===== src/design/pto_pkg.sv =====
// shared constants and types of the pressure and temperature output registers
package pto_pkg;

    // apb geometry
    localparam int APB_AW = 12;
    localparam int APB_DW = 32;

    // register indices; the byte address is four times the index
    localparam logic [7:0] IDX_STATUS = 8'h27;
    localparam logic [7:0] IDX_PRESS_LO = 8'h28;
    localparam logic [7:0] IDX_PRESS_MID = 8'h29;
    localparam logic [7:0] IDX_PRESS_HI = 8'h2A;
    localparam logic [7:0] IDX_TEMP_LO = 8'h2B;
    localparam logic [7:0] IDX_TEMP_HI = 8'h2C;
    localparam logic [7:0] IDX_REF_PRESS = 8'h30;
    localparam logic [7:0] IDX_CTRL = 8'h31;

    // byte addresses on the apb
    localparam logic [APB_AW-1:0] ADDR_STATUS = APB_AW'({IDX_STATUS, 2'b00});
    localparam logic [APB_AW-1:0] ADDR_PRESS_LO = APB_AW'({IDX_PRESS_LO, 2'b00});
    localparam logic [APB_AW-1:0] ADDR_PRESS_MID = APB_AW'({IDX_PRESS_MID, 2'b00});
    localparam logic [APB_AW-1:0] ADDR_PRESS_HI = APB_AW'({IDX_PRESS_HI, 2'b00});
    localparam logic [APB_AW-1:0] ADDR_TEMP_LO = APB_AW'({IDX_TEMP_LO, 2'b00});
    localparam logic [APB_AW-1:0] ADDR_TEMP_HI = APB_AW'({IDX_TEMP_HI, 2'b00});
    localparam logic [APB_AW-1:0] ADDR_REF_PRESS = APB_AW'({IDX_REF_PRESS, 2'b00});
    localparam logic [APB_AW-1:0] ADDR_CTRL = APB_AW'({IDX_CTRL, 2'b00});

    // status field positions
    localparam int STAT_PDA = 0;
    localparam int STAT_TDA = 1;
    localparam int STAT_POR = 4;
    localparam int STAT_TOR = 5;

    // control field positions
    localparam int CTRL_ZEROING = 0;

    // result widths
    localparam int PRESS_W = 24;
    localparam int TEMP_W = 16;

    // reset values
    localparam logic [PRESS_W-1:0] RST_PRESS = 24'h000000;
    localparam logic [TEMP_W-1:0] RST_TEMP = 16'h0000;
    localparam logic [PRESS_W-1:0] RST_REF = 24'h000000;
    localparam logic RST_CTRL_ZEROING = 1'b0;

    // default clip limits of the pressure result
    localparam logic [PRESS_W-1:0] DEF_PRESS_MAX = 24'h7FFFFF;
    localparam logic [PRESS_W-1:0] DEF_PRESS_MIN = 24'h800000;

    // sticky flags of the output data
    typedef struct packed {
        logic tor;
        logic por;
        logic tda;
        logic pda;
    } pto_flags_t;

    localparam pto_flags_t RST_FLAGS = '{tor: 1'b0, por: 1'b0, tda: 1'b0, pda: 1'b0};

endpackage : pto_pkg


===== src/design/pto_output_regs.sv =====
// Contract
// - pressure bits 7:0 read at 28h
// - pressure bits 15:8 read at 29h
// - pressure bits 23:16 read at 2Ah
// - pressure result is measured minus reference
// - pressure result is 24-bit two's complement
// - out-of-range pressure saturates, never wraps
// - temperature bits 7:0 read at 2Bh
// - temperature bits 15:8 read at 2Ch
// - temperature result is 16-bit two's complement
// - pressure flag set per sample, read 2Ah clears
// - temperature flag set per sample, read 2Ch clears
// - overrun when sample arrives with flag set and no clearing read that cycle
`timescale 1ns/1ns
`default_nettype none

module pto_output_regs
    import pto_pkg::*;
#(
    parameter logic [PRESS_W-1:0] PRESS_MAX = DEF_PRESS_MAX,
    parameter logic [PRESS_W-1:0] PRESS_MIN = DEF_PRESS_MIN
)
(
    input wire logic pclk,
    input wire logic presetn,
    input wire logic psel,
    input wire logic penable,
    input wire logic pwrite,
    input wire logic [APB_AW-1:0] paddr,
    input wire logic [APB_DW-1:0] pwdata,
    output logic [APB_DW-1:0] prdata,
    output logic pready,
    output logic pslverr,
    input wire logic press_sample_valid,
    input wire logic [PRESS_W-1:0] press_sample,
    input wire logic temp_sample_valid,
    input wire logic [TEMP_W-1:0] temp_sample
);

    logic [PRESS_W-1:0] press_q;
    logic [TEMP_W-1:0] temp_q;
    logic [PRESS_W-1:0] ref_q;
    logic zeroing_q;
    pto_flags_t flags;
    logic capture;
    logic rd_cap;
    logic wr_cap;
    logic clr_press;
    logic clr_temp;
    logic signed [PRESS_W:0] diff;
    logic signed [PRESS_W:0] lim_max;
    logic signed [PRESS_W:0] lim_min;
    logic [PRESS_W-1:0] next_press;
    logic [APB_DW-1:0] next_prdata;
    logic next_slverr;

    // one wait state: the access phase is sampled once, answered next cycle
    assign capture = psel & penable & ~pready;
    assign rd_cap = capture & ~pwrite;
    assign wr_cap = capture & pwrite;

    // reading the high bytes clears the matching flags
    assign clr_press = rd_cap & (paddr == ADDR_PRESS_HI);
    assign clr_temp = rd_cap & (paddr == ADDR_TEMP_HI);

    // difference to the reference, one bit wider so it cannot wrap
    always_comb
    begin
        lim_max = $signed({PRESS_MAX[PRESS_W-1], PRESS_MAX});
        lim_min = $signed({PRESS_MIN[PRESS_W-1], PRESS_MIN});
        if (zeroing_q)
        begin
            diff = $signed({press_sample[PRESS_W-1], press_sample})
                - $signed({ref_q[PRESS_W-1], ref_q});
        end
        else
        begin
            diff = $signed({press_sample[PRESS_W-1], press_sample});
        end
        if (diff > lim_max)
        begin
            next_press = PRESS_MAX;
        end
        else if (diff < lim_min)
        begin
            next_press = PRESS_MIN;
        end
        else
        begin
            next_press = diff[PRESS_W-1:0];
        end
    end

    // pressure result, loaded once per output data cycle
    always_ff @(posedge pclk or negedge presetn)
    begin
        if (!presetn)
        begin
            press_q <= RST_PRESS;
        end
        else if (press_sample_valid)
        begin
            press_q <= next_press;
        end
    end

    // temperature result, stored as delivered in two's complement
    always_ff @(posedge pclk or negedge presetn)
    begin
        if (!presetn)
        begin
            temp_q <= RST_TEMP;
        end
        else if (temp_sample_valid)
        begin
            temp_q <= temp_sample;
        end
    end

    // software reference and zeroing control
    always_ff @(posedge pclk or negedge presetn)
    begin
        if (!presetn)
        begin
            ref_q <= RST_REF;
            zeroing_q <= RST_CTRL_ZEROING;
        end
        else if (wr_cap)
        begin
            if (paddr == ADDR_REF_PRESS)
            begin
                ref_q <= pwdata[PRESS_W-1:0];
            end
            if (paddr == ADDR_CTRL)
            begin
                zeroing_q <= pwdata[CTRL_ZEROING];
            end
        end
    end

    // sticky flags; a new sample wins over a clearing read for pda and tda, the clearing read wins for por and tor
    always_ff @(posedge pclk or negedge presetn)
    begin
        if (!presetn)
        begin
            flags <= RST_FLAGS;
        end
        else
        begin
            flags.pda <= press_sample_valid | (flags.pda & ~clr_press);
            flags.por <= (press_sample_valid & flags.pda & ~clr_press)
                | (flags.por & ~clr_press);
            flags.tda <= temp_sample_valid | (flags.tda & ~clr_temp);
            flags.tor <= (temp_sample_valid & flags.tda & ~clr_temp)
                | (flags.tor & ~clr_temp);
        end
    end

    // read mux and decode; writes to result bytes are dropped silently
    always_comb
    begin
        next_prdata = '0;
        next_slverr = 1'b0;
        case (paddr)
            ADDR_PRESS_LO:
            begin
                next_prdata = {24'h000000, press_q[7:0]};
            end
            ADDR_PRESS_MID:
            begin
                next_prdata = {24'h000000, press_q[15:8]};
            end
            ADDR_PRESS_HI:
            begin
                next_prdata = {24'h000000, press_q[23:16]};
            end
            ADDR_TEMP_LO:
            begin
                next_prdata = {24'h000000, temp_q[7:0]};
            end
            ADDR_TEMP_HI:
            begin
                next_prdata = {24'h000000, temp_q[15:8]};
            end
            ADDR_STATUS:
            begin
                next_prdata[STAT_PDA] = flags.pda;
                next_prdata[STAT_TDA] = flags.tda;
                next_prdata[STAT_POR] = flags.por;
                next_prdata[STAT_TOR] = flags.tor;
            end
            ADDR_REF_PRESS:
            begin
                next_prdata = {8'h00, ref_q};
            end
            ADDR_CTRL:
            begin
                next_prdata[CTRL_ZEROING] = zeroing_q;
            end
            default:
            begin
                next_slverr = 1'b1; // unmapped address
            end
        endcase
    end

    // apb answer registers
    always_ff @(posedge pclk or negedge presetn)
    begin
        if (!presetn)
        begin
            pready <= 1'b0;
            pslverr <= 1'b0;
            prdata <= '0;
        end
        else
        begin
            pready <= capture;
            pslverr <= capture & next_slverr;
            if (rd_cap)
            begin
                prdata <= next_prdata;
            end
        end
    end
endmodule : pto_output_regs

`default_nettype wire


===== config.mk =====
export PLATFORM = sky130hd
export DESIGN_NAME = pto_output_regs
export DESIGN_NICKNAME = d
export VERILOG_FILES = /design/src/design/pto_pkg.sv /design/src/design/pto_output_regs.sv
export SDC_FILE = /design/constraint.sdc
export NUM_CORES = 1
export LEC_CHECK = 0
export ABC_AREA = 1
export BUFFER_PORTS_ARGS = -buffer_cell sky130_fd_sc_hd__buf_2
export CAP_MARGIN = 5
export CORE_MARGIN = 4
export CORE_UTILIZATION = 56
export CTS_CLUSTER_DIAMETER = 100
export DETAILED_ROUTE_END_ITERATION = 6
export PLACE_DENSITY = 0.81
export SLEW_MARGIN = 20
export SYNTH_ARGS = -nofsm -noshare
export SYNTH_HDL_FRONTEND = slang
export SYNTH_SLANG_ARGS = --single-unit

===== constraint.sdc =====
create_clock -name pclk -period 2.85 [get_ports pclk]
set_input_delay 0.1425 -clock pclk [delete_from_list [all_inputs] [get_ports pclk]]
set_output_delay 0.1425 -clock pclk [all_outputs]
set_load 0.02 [all_outputs]

==> metrics.md <==
| Metric | Value |
|---|---|
| Total CTS buffers | 9 |
| Worst setup EP type | flop |
| Fin crit share | 0.913 |
| Final net count | 1137 |
| Core area | 11000 µm² |
| Synth Flop Type | dfrtp_1 |
| Vias | 6152 |
| # rows | 38 |
| Slew Viols, Final | 0 |
| H-tree levels | 3 |
| Maximum vdd drop | 0.000492 V |
| Vias/cell | 5.28 |
| Violated checks | hold timing |
| Largest net degree at the start of global routing | 58 |
| Syn Area/Cell | 6.94 µm² |
| Most numerous cell on the critical path | nand2_1 |
| Unrepaired setup endpoints after global routing | no |
| Multi-input logic area | 3280 µm² |
| Slowest stage cell on the critical path | fa_1 |
| Number of flops mapped to enable cells by yosys | 0 |
| HPWL Detailed | 13.1 mm |
| Final Util | 0.665 |
| Die Wd | 115 µm |
| Clk_lat worst skew | 0.35 ns |
| Synthesized flop and latch total | 95 |
| Cell Area, Synth | 6390 µm² |
| First-pass GRT wire length | 27.4 mm |
| Starting Density | 0.580 |
| Setup ws final | 0.248 ns |
| Non-Filler Instances | 1166 |
| Setup violators final | 0 |
| IO Count | 125 |
| Iteration-0 DRC Markers | 414 |
| CP arrival | 2.83 ns |
| # DRC | 0 |
| Die area | 13200 µm² |
| Routability-driven placement congestion ratio | 0.966 |
| CP delay by family, top | simple AND/OR/NAND/NOR gates |
| Worst slew pin tran | 0.742 ns |
| FFs w/ async S/R, synth | 1.00 |
| Storage element area | 2380 µm² |
| WL/cell | 14.7 µm |
| ANT cells | 0 |
| Net Sw Frac | 0.255 |
| Setup bufs post-CTS | 0 |
| Crit-path max cell delay | 0.41 ns |
| Fin crit period | 2.60 ns |
| Worst-path clk slew | 0.07 ns |
| CP Max Fanout | 23 |
| Vias in the first global route | 5584 |
| Reg power frac | 0.469 |
| CP Cell Sequence | ha_1 -> fa_1 -> inv_1 -> nand3_1 -> nand2_1 -> nand2_1 -> nand2_2 -> nand2_1 -> nand3_2 -> nand2_1 -> nand3_2 -> nand3_4 -> nand2_1 -> a21oi_2 |
| Placed Cells | 1147 |
| Yosys warns | 0 |
| LEAKAGE | 4.07 nW |
| Fillcell total | 1008 |
| P per Cell Area | 414 nW/µm² |
| Gate power share | 0.117 |
| Post-synthesis cell count | 922 |
| Clock Sinks | 95 |
| ANT nets after route | 0 |
| Clock skew | 0.00528 ns |
| Layout cells sized above 1 | 0.183 |
| NetSw | 0.775 mW |
| Clock network power share | 0.414 |
| Area Growth Syn to Fin | 14.7% |
| Fin. Hold Viols | 1 |
| Post-synth cell types | 39 |
| Worst slack, placed | 0.151 ns |
| CTS max path bufs | 2 |
| Status | finished with violations |
| Port buffer count | 108 |
| TritonCTS clock tree | done |
| Initial antenna violation count | 0 |
| Max-Cap Viols | 0 |
| Root Buffer | clkbuf_16 |
| Slew HR | 0.505 |
| Overflow after GRT | 0 |
| Hold WC Path Type | input pin to flop |
| CP required | 3.08 ns |
| Type of origin of the critical path | flop |
| Crit Path Category | flop to flop |
| Gr usage total | 0.264 |
| Power Internal | 2.26 mW |
| Seq/Total Area, Yosys | 0.372 |
| DRT Pass-1 Iters | 6 |
| Chip height | 115 µm |
| Post-route setup TNS | 0 ns |
| Hold WS | -0.00120 ns |
| WP buf/inv | 1 |
| Routed WL | 17.1 mm |
| Fmax achieved | 384 MHz |
[registers in the layout (all words and copies together) (netlist names)]
name	count
temp_q	16
prdata	24
press_q	24
flags	4
zeroing_q	1
pready	1
pslverr	1
ref_q	24
[worst register-to-register path: stages (launching register included)]
cell and delay, ns:
dfrtp_1 0.39, ha_1 0.23, fa_1 0.41, inv_1 0.07, nand3_1 0.12, nand2_1 0.16
nand2_1 0.08, nand2_2 0.10, nand2_1 0.11, nand3_2 0.10, nand2_1 0.06, nand3_2 0.09
nand3_4 0.29, nand2_1 0.21, a21oi_2 0.06
[kinds of logic after synthesis]
group / after synthesis / synth area share
buffers and inverters: 185 / 0.120
other: 1 / 0.000586
flip-flops: 95 / 0.372
AND/OR/NAND/NOR: 457 / 0.305
adder cells (fa/ha/maj): 25 / 0.0501
AO/OA/AOI/OAI: 154 / 0.146
XOR/XNOR: 5 / 0.00685
[layout by cell type (no fill, tap or decap), drive strengths merged]
master / Yosys / routed
o22ai: 12 / 12
nand2: 280 / 280
o2bb2ai: 1 / 1
a22o: 1 / 1
o21ai: 48 / 48
dfrtp: 95 / 95
a21oi: 67 / 67
ha: 24 / 24
bufinv: 0 / 1
clkbuf: 18 / 11
xnor2: 4 / 4
conb: 1 / 8
nand4: 16 / 16
nand3: 38 / 38
dlygate4sd3: 0 / 3
or2: 6 / 6
xor2: 1 / 1
buf: 18 / 114
o21bai: 5 / 5
clkinv: 2 / 4
o211ai: 2 / 2
a21o: 2 / 2
nor3: 11 / 11
nor4: 3 / 3
inv: 147 / 148
and2: 2 / 2
fa: 1 / 1
o31ai: 16 / 16
nand3b: 1 / 1
nor2: 100 / 100
clkinvlp: 0 / 1
[power by group through the flow]
| stage | sequential [mW] | clock [mW] | combinational, mW |
|---|---|---|---|
| after floorplan | 1.45 | 0 | 0.215 |
| after CTS | 1.43 | 1.27 | 0.354 |
| after global placement | 1.45 | 0 | 0.342 |
| after detailed placement | 1.45 | 0 | 0.349 |
| after global routing | 1.43 | 1.33 | 0.403 |
| final | 1.43 | 1.26 | 0.355 |
[Yosys cell counts, drive strengths merged, types with 2 or more instances]
master | number | share of area
ha | 24 | 0.047
o211ai | 2 | 0.0023
o31ai | 16 | 0.019
nand2 | 280 | 0.17
nor4 | 3 | 0.0029
nor2 | 100 | 0.063
o22ai | 12 | 0.012
dfrtp | 95 | 0.37
a21oi | 67 | 0.064
nand4 | 16 | 0.016
buf | 18 | 0.022
clkbuf | 18 | 0.011
o21bai | 5 | 0.0059
xnor2 | 4 | 0.0055
a21o | 2 | 0.0023
o21ai | 48 | 0.038
nor3 | 11 | 0.010
clkinv | 2 | 0.0012
or2 | 6 | 0.0059
inv | 147 | 0.086
nand3 | 38 | 0.033
and2 | 2 | 0.0020
[final timing paths]
check | startpoint | cells after the start | slack [ns] | to
max | ref_q[0] | 14 | 0.25 | press_q[5]
min | temp_sample[9] | 3 | -0.001 | temp_q[9]
max reg2reg | ref_q[0] | 14 | 0.25 | press_q[5]
min reg2reg | pready | 1 | 0.43 | pready
max in group asynchronous | presetn | 3 | 1.78 | ref_q[23]
min in group asynchronous | presetn | 2 | 0.40 | ref_q[1]
[per-stage QoR]
step	cell area [µm²]	power, mW
after floorplan	6420	1.66
after CTS	7330	3.05
after global routing	7340	3.16
after global placement	6990	1.79
after detailed placement	6990	1.80
final	7340	3.04
[layout make-up]
| type | count | area share |
|---|---|---|
| multi-input cells | 649 | 0.446 |
| inverters | 149 | 0.0766 |
| flip-flops and latches | 95 | 0.324 |
| clock buffers | 11 | 0.0344 |
| repair buffers | 117 | 0.0859 |
| well taps | 140 | 0.0239 |
| clock inverters | 5 | 0.00870 |
[per-layer routing]
metal  share of wire  track usage
met3           0.062       0.0553
met2            0.49        0.439
met5               0            0
met1            0.42        0.345
met4           0.028       0.0861
[what timing repair did]
item / CTS / global route
hold buffers: 3 / 0
endpoints found under the hold margin: 58 / 0
setup endpoints to repair: 0 / 23
resized for setup: 0 / 2
No activity file was read; power rests on OpenSTA's default activity.
